[config.mk]
export PLATFORM = sky130hd
export DESIGN_NAME = afec_top
export DESIGN_NICKNAME = d
export VERILOG_FILES = /design/src/rtl/afec_pkg.sv /design/src/rtl/afec_top.sv /design/src/rtl/afec_reg32.sv
export SDC_FILE = /design/constraint.sdc
export NUM_CORES = 1
export LEC_CHECK = 0
export ABC_CLOCK_PERIOD_IN_PS = 1300
export BUFFER_PORTS_ARGS = -buffer_cell sky130_fd_sc_hd__buf_2
export CAP_MARGIN = 5
export CORE_MARGIN = 3
export CORE_UTILIZATION = 51
export CTS_CLUSTER_DIAMETER = 30
export DETAILED_ROUTE_END_ITERATION = 8
export PLACE_DENSITY_LB_ADDON = 0.12
export SLEW_MARGIN = 15
export SYNTH_ARGS = -nofsm -noshare
export SYNTH_HDL_FRONTEND = slang
export SYNTH_SLANG_ARGS = --single-unit
[constraint.sdc]
create_clock -name pclk -period 1.3 [get_ports pclk]
set_input_delay 0.065 -clock pclk [delete_from_list [all_inputs] [get_ports pclk]]
set_output_delay 0.065 -clock pclk [all_outputs]
set_load 0.1 [all_outputs]
[src/rtl/afec_pkg.sv]
// Package for the front end configuration register bank
package afec_pkg;

	// Byte addresses of the registers
	localparam logic [15:0] FE_CONFIG_ADDR = 16'h2000;
	localparam logic [15:0] PM_CONFIG_ADDR = 16'h22f0;

	// Values after reset
	localparam logic [31:0] FE_CONFIG_RESET = 32'h0008_0000;
	localparam logic [31:0] PM_CONFIG_RESET = 32'h0008_8800;

	// Field positions in the front end configuration register
	localparam int DC_DAC_BUF_POS = 21;
	localparam int HS_DAC_REF_POS = 20;
	localparam int REG_ILIM_POS = 19;
	localparam int MAINS_FILT_POS = 16;
	localparam int FOURIER_POS = 15;
	localparam int LOW_ENABLES_MSB = 14;

	// Writable bits of the front end configuration register
	localparam logic [31:0] FE_CONFIG_WMASK = 32'h0039_ffff;

	// Enable outputs gathered for the analog blocks
	typedef struct packed {
		logic dc_dac_buffer_on;
		logic hs_dac_reference_on;
		logic regulator_current_limit_ctl;
		logic mains_reject_filter_on;
		logic fourier_accel_on;
		logic [14:0] low_enables;
	} afec_enables_t;

	// APB request as seen by the slave
	typedef struct packed {
		logic psel;
		logic penable;
		logic pwrite;
		logic [15:0] paddr;
		logic [31:0] pwdata;
	} afec_apb_req_t;

endpackage

[src/rtl/afec_top.sv]
// APB register bank holding the analog front end enable bits
//
// Decided for this implementation: register access over APB.
module afec_top (
	// Clock, reset and enable
	input wire logic pclk,
	input wire logic presetn,
	input wire logic clk_en,
	// APB slave
	input wire logic psel,
	input wire logic penable,
	input wire logic pwrite,
	input wire logic [15:0] paddr,
	input wire logic [31:0] pwdata,
	output logic [31:0] prdata,
	output logic pready,
	output logic pslverr,
	// Analog block controls
	output afec_pkg::afec_enables_t enables,
	output logic [31:0] power_mode
);

	afec_pkg::afec_apb_req_t req;
	logic access;
	logic [1:0] hit;
	logic wr_fe;
	logic wr_pm;
	logic [31:0] fe_value;
	logic [31:0] pm_value;
	logic [31:0] prdata_r;
	logic [31:0] prdata_nxt;
	logic pslverr_r;
	logic pslverr_nxt;

	// Address decode used by writes and reads
	function automatic logic [1:0] afec_decode(input logic [15:0] addr);
		afec_decode = {addr == afec_pkg::PM_CONFIG_ADDR, addr == afec_pkg::FE_CONFIG_ADDR};
	endfunction

	// Request bundle and access phase
	assign req = '{psel, penable, pwrite, paddr, pwdata};
	assign access = req.psel && req.penable && clk_en;
	assign hit = afec_decode(req.paddr);
	assign wr_fe = access && req.pwrite && hit[0];
	assign wr_pm = access && req.pwrite && hit[1];

	// Front end configuration register
	afec_reg32 #(
		.RESET_VAL(afec_pkg::FE_CONFIG_RESET),
		.WMASK(afec_pkg::FE_CONFIG_WMASK)
	) u_fe_config (
		.pclk(pclk),
		.presetn(presetn),
		.clk_en(clk_en),
		.wr_en(wr_fe),
		.wr_data(req.pwdata),
		.value(fe_value)
	);

	// Power mode configuration register
	afec_reg32 #(
		.RESET_VAL(afec_pkg::PM_CONFIG_RESET),
		.WMASK(32'hffff_ffff)
	) u_pm_config (
		.pclk(pclk),
		.presetn(presetn),
		.clk_en(clk_en),
		.wr_en(wr_pm),
		.wr_data(req.pwdata),
		.value(pm_value)
	);

	// Read data and error, captured in the setup cycle
	always_comb begin
		prdata_nxt = prdata_r;
		pslverr_nxt = pslverr_r;
		if (req.psel && !req.penable) begin
			pslverr_nxt = 1'b0;
			unique case (hit)
				2'b01: prdata_nxt = fe_value & afec_pkg::FE_CONFIG_WMASK;
				2'b10: prdata_nxt = pm_value;
				default: begin
					prdata_nxt = 32'h0000_0000;
					pslverr_nxt = 1'b1;
				end
			endcase
			if (req.pwrite) begin
				prdata_nxt = 32'h0000_0000;
			end
		end
	end

	// Read path registers
	always_ff @(posedge pclk or negedge presetn) begin
		if (!presetn) begin
			prdata_r <= 32'h0000_0000;
			pslverr_r <= 1'b0;
		end else if (clk_en) begin
			prdata_r <= prdata_nxt;
			pslverr_r <= pslverr_nxt;
		end
	end

	assign prdata = prdata_r;
	assign pready = 1'b1; // Zero wait states
	assign pslverr = pslverr_r && req.psel && req.penable;

	// Enable outputs straight from the stored bits
	assign enables.dc_dac_buffer_on = fe_value[afec_pkg::DC_DAC_BUF_POS];
	assign enables.hs_dac_reference_on = fe_value[afec_pkg::HS_DAC_REF_POS];
	assign enables.regulator_current_limit_ctl = fe_value[afec_pkg::REG_ILIM_POS];
	assign enables.mains_reject_filter_on = fe_value[afec_pkg::MAINS_FILT_POS];
	assign enables.fourier_accel_on = fe_value[afec_pkg::FOURIER_POS];
	assign enables.low_enables = fe_value[afec_pkg::LOW_ENABLES_MSB:0];
	assign power_mode = pm_value;

	// Assertions
	property p_buf_follows_write;
		@(posedge pclk) disable iff (!presetn)
		wr_fe ##1 clk_en |-> enables.dc_dac_buffer_on == $past(pwdata[afec_pkg::DC_DAC_BUF_POS], 1);
	endproperty
	a_buf_follows_write: assert property (p_buf_follows_write) else $error("dc buffer wrong");

	property p_ref_follows_write;
		@(posedge pclk) disable iff (!presetn)
		wr_fe |=> enables.hs_dac_reference_on == $past(pwdata[afec_pkg::HS_DAC_REF_POS]);
	endproperty
	a_ref_follows_write: assert property (p_ref_follows_write) else $error("dac ref wrong");

	property p_ilim_write;
		@(posedge pclk) disable iff (!presetn)
		wr_fe |=> enables.regulator_current_limit_ctl == $past(pwdata[afec_pkg::REG_ILIM_POS]);
	endproperty
	a_ilim_write: assert property (p_ilim_write) else $error("current limit wrong");

	property p_filt_write;
		@(posedge pclk) disable iff (!presetn)
		wr_fe |=> enables.mains_reject_filter_on == $past(pwdata[afec_pkg::MAINS_FILT_POS]);
	endproperty
	a_filt_write: assert property (p_filt_write) else $error("filter enable wrong");

	property p_dft_write;
		@(posedge pclk) disable iff (!presetn)
		wr_fe |=> enables.fourier_accel_on == $past(pwdata[afec_pkg::FOURIER_POS]);
	endproperty
	a_dft_write: assert property (p_dft_write) else $error("fourier enable wrong");

	property p_fe_stable;
		@(posedge pclk) disable iff (!presetn)
		!wr_fe |=> $stable(fe_value);
	endproperty
	a_fe_stable: assert property (p_fe_stable) else $error("config changed unasked");

	property p_pm_read;
		@(posedge pclk) disable iff (!presetn)
		psel && !penable && !pwrite && paddr == afec_pkg::PM_CONFIG_ADDR && clk_en
			|=> prdata == $past(pm_value);
	endproperty
	a_pm_read: assert property (p_pm_read) else $error("power mode read wrong");

	// Power mode write lands whole
	property p_pm_write;
		@(posedge pclk) disable iff (!presetn)
		wr_pm |=> power_mode == $past(pwdata);
	endproperty
	a_pm_write: assert property (p_pm_write) else $error("power mode write lost");

	// Config read returns the stored bits
	property p_fe_read;
		@(posedge pclk) disable iff (!presetn)
		psel && !penable && !pwrite && paddr == afec_pkg::FE_CONFIG_ADDR && clk_en
			|=> prdata == $past(fe_value);
	endproperty
	a_fe_read: assert property (p_fe_read) else $error("config read wrong");

	// Both registers leave reset at their documented values
	property p_reset_values;
		@(posedge pclk) disable iff (!presetn)
		$rose(presetn) |-> fe_value == afec_pkg::FE_CONFIG_RESET
			&& pm_value == afec_pkg::PM_CONFIG_RESET && enables.regulator_current_limit_ctl;
	endproperty
	a_reset_values: assert property (p_reset_values) else $error("reset value wrong");

	// Unmapped access answers with an error and zero data
	property p_unmapped_err;
		@(posedge pclk) disable iff (!presetn)
		(psel && !penable && hit == 2'b00 && clk_en) ##1 (psel && penable)
			|-> pslverr && prdata == 32'h0000_0000;
	endproperty
	a_unmapped_err: assert property (p_unmapped_err) else $error("unmapped not refused");

	// Write transfers read back zero
	property p_write_reads_zero;
		@(posedge pclk) disable iff (!presetn)
		psel && !penable && pwrite && clk_en |=> prdata == 32'h0000_0000;
	endproperty
	a_write_reads_zero: assert property (p_write_reads_zero) else $error("write gave read data");

	// Clock enable low freezes both config registers and the read data
	property p_freeze;
		@(posedge pclk) disable iff (!presetn)
		!clk_en |=> $stable(fe_value) && $stable(pm_value) && $stable(prdata);
	endproperty
	a_freeze: assert property (p_freeze) else $error("state moved while frozen");

	property p_reserved_zero;
		@(posedge pclk) disable iff (!presetn)
		fe_value[31:22] == 10'h000 && fe_value[18:17] == 2'h0;
	endproperty
	a_reserved_zero: assert property (p_reserved_zero) else $error("reserved bit set");

	// Main scenarios
	c_fe_write: cover property (@(posedge pclk) disable iff (!presetn) wr_fe);
	c_pm_write: cover property (@(posedge pclk) disable iff (!presetn) wr_pm);
	c_bad_addr: cover property (@(posedge pclk) disable iff (!presetn) pslverr);
	c_frozen: cover property (@(posedge pclk) disable iff (!presetn) !clk_en && psel && penable);
	c_ilim_on: cover property (@(posedge pclk) disable iff (!presetn)
		!enables.regulator_current_limit_ctl);

endmodule

[src/rtl/afec_reg32.sv]
// One 32-bit register with a reset value and a per-bit write mask
module afec_reg32 #(
	parameter logic [31:0] RESET_VAL = 32'h0000_0000,
	parameter logic [31:0] WMASK = 32'hffff_ffff
) (
	// Clock and reset
	input wire logic pclk,
	input wire logic presetn,
	input wire logic clk_en,
	// Write port
	input wire logic wr_en,
	input wire logic [31:0] wr_data,
	// Stored value
	output logic [31:0] value
);

	logic [31:0] value_r;
	logic [31:0] value_nxt;

	// Next value: masked bits only, others keep reset value
	always_comb begin
		value_nxt = value_r;
		if (wr_en) begin
			value_nxt = (wr_data & WMASK) | (RESET_VAL & ~WMASK);
		end
	end

	// Storage
	always_ff @(posedge pclk or negedge presetn) begin
		if (!presetn) begin
			value_r <= RESET_VAL;
		end else if (clk_en) begin
			value_r <= value_nxt;
		end
	end

	assign value = value_r;

endmodule

==> results_dict.tcl, run 1 <==
set metrics [dict create \
    grt_use_total_pct 25.5 \
    reg2reg_from "u_pm_config.value[19]" \
    ant_nets 0 \
    hold_start "pwrite" \
    cp_cell_sequence "buf_6, nor4b_4, nand3_2, or2_4, ha_4, or3_4, o21ai_2" \
    r2r_slack_ps 390 \
    synth_area_leaders "dfrtp_1, mux2_2, a22oi_1" \
    die_area_mm2 0.00772 \
    drt_iter0_drc 144 \
    yosysWarnings 0 \
    finalHoldViolCount 0 \
    holdCritPathClass "in2reg" \
    synth_top_area_share_pct 59.3 \
    drc_errors 0 \
    arrival_ps 1720 \
    finalMaxSlewViolations 0 \
    fin_crit_ps 1430 \
    vias 2867 \
    required_ps 1590 \
    yosysTopAreaCell "dfrtp_1" \
    die_y_um 87.8 \
    p_leak_nw 2.76 \
    cts.sinks 85 \
    area_growth_pct 56.4 \
    outcome "complete, but fails checks" \
    synth-edff-count 0 \
    end_kind "register" \
    antennaDiodeCount 0 \
    async_flop_share_pct 100 \
    ys_ff_latch 85 \
    drt-total-wl_mm 10.1 \
    layout.nets 495 \
    synth.distinct_cells 28 \
    path_buf_inv 1 \
    holdWs_ps 210 \
    finalCoreUtilization_pct 83.2 \
    min_to "prdata[21]" \
    cts_tree "yes" \
    syn_area_per_cell_um2 13.7 \
    crit_slowest_cell "or3_4" \
    rows 29 \
    crit_family "simple AND/OR/NAND/NOR gates" \
    core_area_mm2 0.00642 \
    p_per_area_mw_per_mm2 941 \
    finalSetupViolations 59 \
    synth_nets 305 \
    worst_r2r_path_depth 2 \
    start_util_pct 53.2 \
    numPortBuffers 138 \
    ctsLongestPathBuffers 2 \
    cp_max_fo 5 \
    finClkSkew_ps 10.6 \
    chipWidth_um 87.8 \
    ys_seq_area_share_pct 62.4 \
    max-cap-violations 0 \
    netlist_top_cells_count "dfrtp_1, mux2_2, nand2_1" \
    cts-htree-levels 3 \
    yosysMostFrequentCell "dfrtp_1" \
    finalCritPeriodShare_pct 110 \
    cts_made_buffers 9 \
    cpPeakStageDelay_ps 440 \
    grt-ovfl-total 0 \
    ios 140 \
    grt_first_pass_wirelength_mm 14.8 \
    irDropWorstVdd_uv 783 \
    violations "setup timing" \
    rsz0062_at_grt "true" \
    grt_max_degree 86 \
    antenna_found_initial 0 \
    r2r_end "prdata[19]" \
    wl_per_cell_um 19.5 \
    path_class "in2reg" \
    drive_gt1_share_pct 58.3 \
    synth_area_mm2 0.00342 \
    dp_hpwl_mm 5.72 \
    max_freq_mhz 699 \
    setup_ws_ps -130 \
    cp-startpoint "paddr[12]" \
    clk_latency_ps 360 \
    first_global_vias 2943 \
    min_path_cells 4 \
    routabilityCongestion 0.739 \
    postSynthCellCount 249 \
    startpoint_type "primary input" \
    cts_root_buf "clkbuf_8" \
    ys.flop_type "dfrtp_1" \
    first_pass_iters 4 \
    vias_per_cell 5.50 \
    path_clk_slew_ps 90 \
]
cell usage in the layout (no fill, tap or decap), types with 2 or more instances in the layout:
cell type      netlist  final
and3_1               2      2
a22oi_1             20     20
clkbuf_4             0      6
dfstp_2              4      4
or3_4                0      4
buf_12               0      9
a22o_1              12     12
dlygate4sd3_1        0     33
clkinv_4             0      2
o21ai_1              0      4
inv_1                2      2
o21ai_2              0     16
mux2_2              51     22
buf_2                1    122
nor3_1               2      2
clkbuf_16            0      4
bufinv_16            0      2
nor3_4               1      2
dfrtp_1             81     81
buf_6                3      6
nand2_1             21     21
clkbuf_8             0      9
buf_4                3     11
clkbuf_1             9      2
mux2_4               0     30
area by class of cell:
cell class | instances | area (um^2)
Sequential cell | 85 | 2130
Multi-Input combinational cell | 149 | 1460
Timing Repair Buffer | 192 | 1430
Fill cell | 352 | 1080
Clock buffer | 11 | 131
Tap cell | 77 | 96.3
Clock inverter | 5 | 85.1
Inverter | 2 | 7.51
state kept, by name (all words and copies together), names as in the netlist:
register,count
prdata,32
u_fe_config.value,20
pslverr_r,1
u_pm_config.value,32
cell families (layout without fill, tap and decap cells):
logic type	after synthesis	in the layout	synth area share (%)
other	1	1	0.110
buffers and inverters	18	210	3.00
muxes	53	53	17.5
adders and majority gates	2	2	0.732
DFF	85	85	62.4
AOI/OAI and AO/OA	52	52	10.4
and+or+nand+nor	38	41	5.86
metrics by stage:
stage          TNS, ps  setup slack (ps)  power [mW]  cells  instance area [um^2]
3_5_place_dp    -35560              -585        2.92    462                  4490
2_1_floorplan   -13130              -376        2.75    249                  3600
6_report         -3220              -130        5.03    521                  5340
5_1_grt          -8220              -198        5.22    521                  5340
3_3_place_gp    -32780              -482        2.92    462                  4490
4_1_cts          -1810             -94.7        5.05    513                  5110
tightest hold or removal path, stage by stage:
cell	delay, ps
buf_2	90
buf_4	130
or3_4	190
o21ai_2	60
layer usage:
metal,track usage (%),wire [um],up-vias
met5,0,0,-
met4,9.76,176,0
met3,5.64,656,16
met2,43.8,5150,119
met1,31.3,4160,1451
li1,-,-,1281
how the worst max path moves through the flow:
stage,slack (ps),cells after the start,end
after global placement,-480,7,prdata[3]
after detailed placement,-590,7,prdata[10]
final,-130,7,prdata[19]
after CTS,-90,7,prdata[19]
after floorplan,-380,7,prdata[0]
after global routing,-200,7,prdata[1]
report_power, final:
part | internal (mW) | total [mW] | switching (mW)
Sequential | 2.64 | 2.64 | 0.000121
Clock | 1.09 | 2.07 | 0.979
Combinational | 0.157 | 0.315 | 0.158
what timing repair did:
action,in CTS,in global routing
hold buffers,33,0
setup buffers,0,2
endpoints found under the setup margin,34,87
hold endpoints to repair,133,0
gates resized for setup,15,24
pin swaps,7,5
gates cloned,2,6
No activity file was read; power rests on OpenSTA's default activity.
==> run 2, diff against run 1 <==
- MAX_ROUTING_LAYER: unset -> met4
- PLACE_DENSITY_LB_ADDON: 0.12 -> 0.1
==> run 2 against run 1 <==
The flow still finishes with violations (setup timing). Hold slack got worse by 35 ps. Sequential cell count unchanged. Register-to-register slack improved by 20 ps. Fmax is 0.45% higher. Cell count is 0.77% higher. Wire length decreased by 1.2%. Clock skew fell by 5.3 ps. Sequential power hardly changed. Critical path depth is the same. Highest routed layer unchanged.
==> results_dict.tcl, run 2 (same netlist as run 1, synthesis figures left out) <==
set metrics [dict create \
    setup_ws_ps -123 \
    ios 140 \
    die_y_um 87.8 \
    finalCritPeriodShare_pct 109 \
    cts.sinks 85 \
    clk_latency_ps 350 \
    ant_nets 0 \
    first_global_vias 2949 \
    finClkSkew_ps 5.32 \
    finalNonFillerCells 525 \
    vias_per_cell 5.46 \
    placed_area_mm2 0.00452 \
    ctsLongestPathBuffers 2 \
    crit_end "prdata[0]" \
    cts_root_buf "clkbuf_8" \
    p_sw_share_pct 22.0 \
    holdCritPathClass "in2async" \
    core_area_mm2 0.00642 \
    internal_power_mw 3.89 \
    routabilityCongestion 0.805 \
    startpoint_type "primary input" \
    finalMaxSlewViolations 0 \
    finalSetupViolations 63 \
    start_util_pct 53.2 \
    area_growth_pct 57.9 \
    layout.nets 499 \
    finalCoreUtilization_pct 84.0 \
    p_clk_share_pct 40.4 \
    p_leak_nw 2.81 \
    dp_hpwl_mm 5.83 \
    place_ws_ps -549 \
    end_kind "register" \
    rows 29 \
    crit_family "simple AND/OR/NAND/NOR gates" \
    switching_power_mw 1.10 \
    antennaDiodeCount 0 \
    outcome "complete, but fails checks" \
    required_ps 1570 \
    setup_tns_ps -3390 \
    chipWidth_um 87.8 \
    path_class "in2reg" \
    cts-htree-levels 3 \
    fin_total_pwr_mw 4.99 \
    cp.depth 7 \
    numPortBuffers 138 \
    arrival_ps 1690 \
    final_common_cell "buf_2" \
    irDropWorstVdd_uv 909 \
    antenna_found_initial 0 \
    drt-total-wl_mm 10.0 \
    final_cell_mix "buf_2, dfrtp_1, dlygate4sd3_1" \
    cpPeakStageDelay_ps 440 \
    die_area_mm2 0.00772 \
    max_freq_mhz 703 \
    grt_use_total_pct 25.8 \
    cp_max_fo 5 \
    crit_slowest_cell "or3_4" \
    drt_iter0_drc 109 \
    violations "setup timing" \
    first_pass_iters 4 \
    power_frac_seq_pct 53.0 \
    cp_cell_sequence "buf_6, nor4b_4, nand3_2, or2_4, ha_4, or3_4, o21ai_2" \
    place.detailed.instances 465 \
    vias 2869 \
    fin_crit_ps 1420 \
    p_comb_share_pct 6.6 \
    rsz0062_at_grt "true" \
    p_per_area_mw_per_mm2 925 \
    max-cap-violations 0 \
    worst_r2r_path_depth 2 \
    path_clk_slew_ps 80 \
    holdWs_ps 174 \
    drive_gt1_share_pct 59.4 \
    r2r_end "prdata[11]" \
    wl_per_cell_um 19.1 \
    cp-startpoint "paddr[12]" \
    grt_first_pass_wirelength_mm 14.6 \
    final_area_mm2 0.00539 \
    path_buf_inv 1 \
    cts_tree "yes" \
    drc_errors 0 \
    grt_max_degree 33 \
    finalHoldViolCount 0 \
    grt-ovfl-total 0 \
    cts_made_buffers 9 \
    r2r_slack_ps 410 \
    reg2reg_from "u_pm_config.value[11]" \
]
-- run 2: cell count changes in the layout (fill, tap and decap cells not counted), moves of 2 or more --
cell | previous run | this run
buf_2 | 122 | 125
buf_4 | 11 | 14
o21ai_1 | 4 | 2
clkbuf_4 | 6 | 3
clkinv_4 | 2 | 0
o21ai_2 | 16 | 18
clkinv_2 | 0 | 2
-- run 2: power groups by stage --
| stage | Combinational (mW) | Sequential [mW] | Clock (mW) |
|---|---|---|---|
| global placement | 0.232 | 2.69 | 0 |
| finish | 0.329 | 2.64 | 2.02 |
| CTS | 0.326 | 2.64 | 2.05 |
| detailed placement | 0.237 | 2.69 | 0 |
| global route | 0.357 | 2.64 | 2.18 |
| floorplan | 0.0533 | 2.70 | 0 |
-- run 2: worst min path at each step --
| stage | from | to | slack [ps] | depth (start not counted) |
|---|---|---|---|---|
| global route | presetn | u_pm_config.value[30] | 190 | 2 |
| finish | presetn | u_pm_config.value[30] | 170 | 2 |
| global placement | presetn | u_pm_config.value[26] | 10 | 1 |
| CTS | presetn | u_pm_config.value[26] | 180 | 2 |
| detailed placement | presetn | u_pm_config.value[26] | 10 | 1 |
| floorplan | presetn | prdata[0] | -230 | 0 |
-- run 2: what timing repair did --
item,CTS,global route
cloned,3,5
endpoints found under the hold margin,133,0
hold buffers,33,0
endpoints found under the setup margin,34,84
pin swaps,6,4
gates resized for setup,19,23
buffers inserted,0,3
-- run 2: final cells by class --
cell class / count / area, um^2
inverter: 2 / 7.51
timing repair buffer: 196 / 1460
fill: 335 / 1030
clock inverter: 6 / 86.3
clock buffer: 10 / 128
tap: 77 / 96.3
multi-input combinational: 149 / 1480
sequential: 85 / 2130
-- run 2: routing by layer --
layer  up-vias  part of all wire (%)  GRT usage, %
met1      1443                    40          32.3
met2       116                    51          41.8
met3        17                   7.1          5.74
met5         -                     0             -
met4         0                   1.6          8.37
li1       1293                     -             -
==> run 3, diff against run 2 <==
- CORE_UTILIZATION: 51 -> 40
- SETUP_SLACK_MARGIN: unset -> 0.2
==> run 3 against run 2 <==
The flow still finishes with violations (setup timing). Power down 1.9%. Final area increased by 20%. Fmax up 0.18%. Wire length is 13% higher. Register-to-register slack got worse by 90 ps. Clock skew grew 5.5 ps.
==> results_dict.tcl, run 3 (same netlist as run 1, synthesis figures left out) <==
set metrics [dict create \
    cts_made_buffers 9 \
    dp_hpwl_mm 6.11 \
    arrival_ps 1660 \
    final_common_cell "dfrtp_1" \
    max_freq_mhz 704 \
    finClkSkew_ps 10.8 \
    ios 140 \
    holdWs_ps 188 \
    first_pass_iters 4 \
    cp_cell_sequence "buf_6, nor4_4, nand3_2, buf_6, nor3_4, buf_4, buf_6, clkbuf_16, mux2_4" \
    multi_input_area_mm2 0.00163 \
    path_clk_slew_ps 90 \
    startpoint_type "primary input" \
    drt-total-wl_mm 11.3 \
    crit_slowest_cell "mux2_4" \
    finalHoldViolCount 0 \
    die_area_mm2 0.00968 \
    cpPeakStageDelay_ps 300 \
    holdCritPathClass "in2async" \
    fin_crit_ps 1420 \
    seqCellArea_mm2 0.00214 \
    rsz0062_at_grt "true" \
    rows 33 \
    die_y_um 98.4 \
    ctsLongestPathBuffers 2 \
    cp_max_fo 4 \
    power_frac_seq_pct 54.0 \
    drive_gt1_share_pct 66.0 \
    internal_power_mw 3.76 \
    layout.nets 527 \
    grt_use_total_pct 22.6 \
    start_util_pct 41.4 \
    ant_nets 0 \
    antennaDiodeCount 0 \
    routabilityCongestion 0.734 \
    drt_iter0_drc 99 \
    max-cap-violations 0 \
    violations "setup timing" \
    cts_tree "yes" \
    required_ps 1540 \
    grt_first_pass_wirelength_mm 16.8 \
    p_clk_share_pct 39.0 \
    crit_family "buffers and inverters" \
    place_ws_ps -542 \
    setup_ws_ps -121 \
    path_buf_inv 5 \
    finalCoreUtilization_pct 78.7 \
    end_kind "register" \
    finalCritPeriodShare_pct 109 \
    first_global_vias 3134 \
    switching_power_mw 1.13 \
    grt_max_degree 28 \
    p_sw_share_pct 23.2 \
    finalSetupViolations 64 \
    cts_root_buf "clkbuf_8" \
    finalMaxSlewViolations 0 \
    final_cell_mix "dfrtp_1, buf_6, mux2_4" \
    chipWidth_um 98.4 \
    irDropWorstVdd_uv 576 \
    p_comb_share_pct 7.0 \
    wl_per_cell_um 19.5 \
    core_area_mm2 0.00826 \
    outcome "complete, but fails checks" \
    clk_latency_ps 350 \
    path_common_cell "buf_6" \
    antenna_found_initial 0 \
    cts.sinks 85 \
    p_per_area_mw_per_mm2 753 \
    p_leak_nw 3.05 \
    cts-htree-levels 3 \
    path_class "in2reg" \
    final.fill_count 490 \
    grt-ovfl-total 0 \
    numPortBuffers 138 \
    drc_errors 0 \
    area_growth_pct 90.2 \
    vias_per_cell 5.14 \
    vias 2985 \
]
## run 3: layout make-up
type	instances	area share, %
Clock buffer	11	2.18
Clock inverter	5	0.924
Inverter	2	0.116
Multi-Input combinational cell	149	25.1
Timing Repair Buffer	224	36.7
Sequential cell	85	32.9
Tap cell	105	2.02
## run 3: metrics by stage
step	cell area, um^2	std cells	setup TNS, ps	power, mW
after floorplan	3620	249	-14130	2.75
after global placement	4590	495	-32490	2.93
after detailed placement	4590	495	-35200	2.94
after CTS	5820	563	-1410	4.93
after global routing	6500	581	-9260	5.07
final	6500	581	-4850	4.89
## run 3: worst paths after layout
kind,slack [ps],end,depth (start not counted),start
hold reg to reg,510,prdata[4],2,prdata[4]
min in group pclk,240,prdata[15],4,pwrite
setup reg to reg,320,prdata[16],3,u_pm_config.value[16]
hold / removal,190,u_pm_config.value[25],2,presetn
max in group asynchronous,530,u_fe_config.value[19],3,presetn
setup / recovery,-120,u_pm_config.value[27],9,paddr[1]
## run 3: repair_timing
action | in CTS | in global routing
setup buffers | 11 | 17
hold buffers | 33 | 0
cloned | 8 | 1
setup endpoints to repair | 169 | 132
pin swaps | 9 | 3
gates resized for setup | 165 | 130
endpoints found under the hold margin | 133 | 0
## run 3: routing by layer
| metal | share of wire (%) | wire length, um | track usage [%] |
|---|---|---|---|
| met5 | 0 | 0 | - |
| met2 | 52 | 5920 | 37.7 |
| met3 | 5.6 | 638 | 4.39 |
| met1 | 41 | 4650 | 29.1 |
| met4 | 0.94 | 106 | 4.41 |
## run 3: power groups by stage
| stage | combinational [mW] | sequential (mW) | clock (mW) |
|---|---|---|---|
| 6_report | 0.340 | 2.64 | 1.91 |
| 5_1_grt | 0.373 | 2.64 | 2.05 |
| 4_1_cts | 0.333 | 2.64 | 1.96 |
| 3_5_place_dp | 0.242 | 2.69 | 0 |
| 3_3_place_gp | 0.240 | 2.69 | 0 |
| 2_1_floorplan | 0.0538 | 2.70 | 0 |
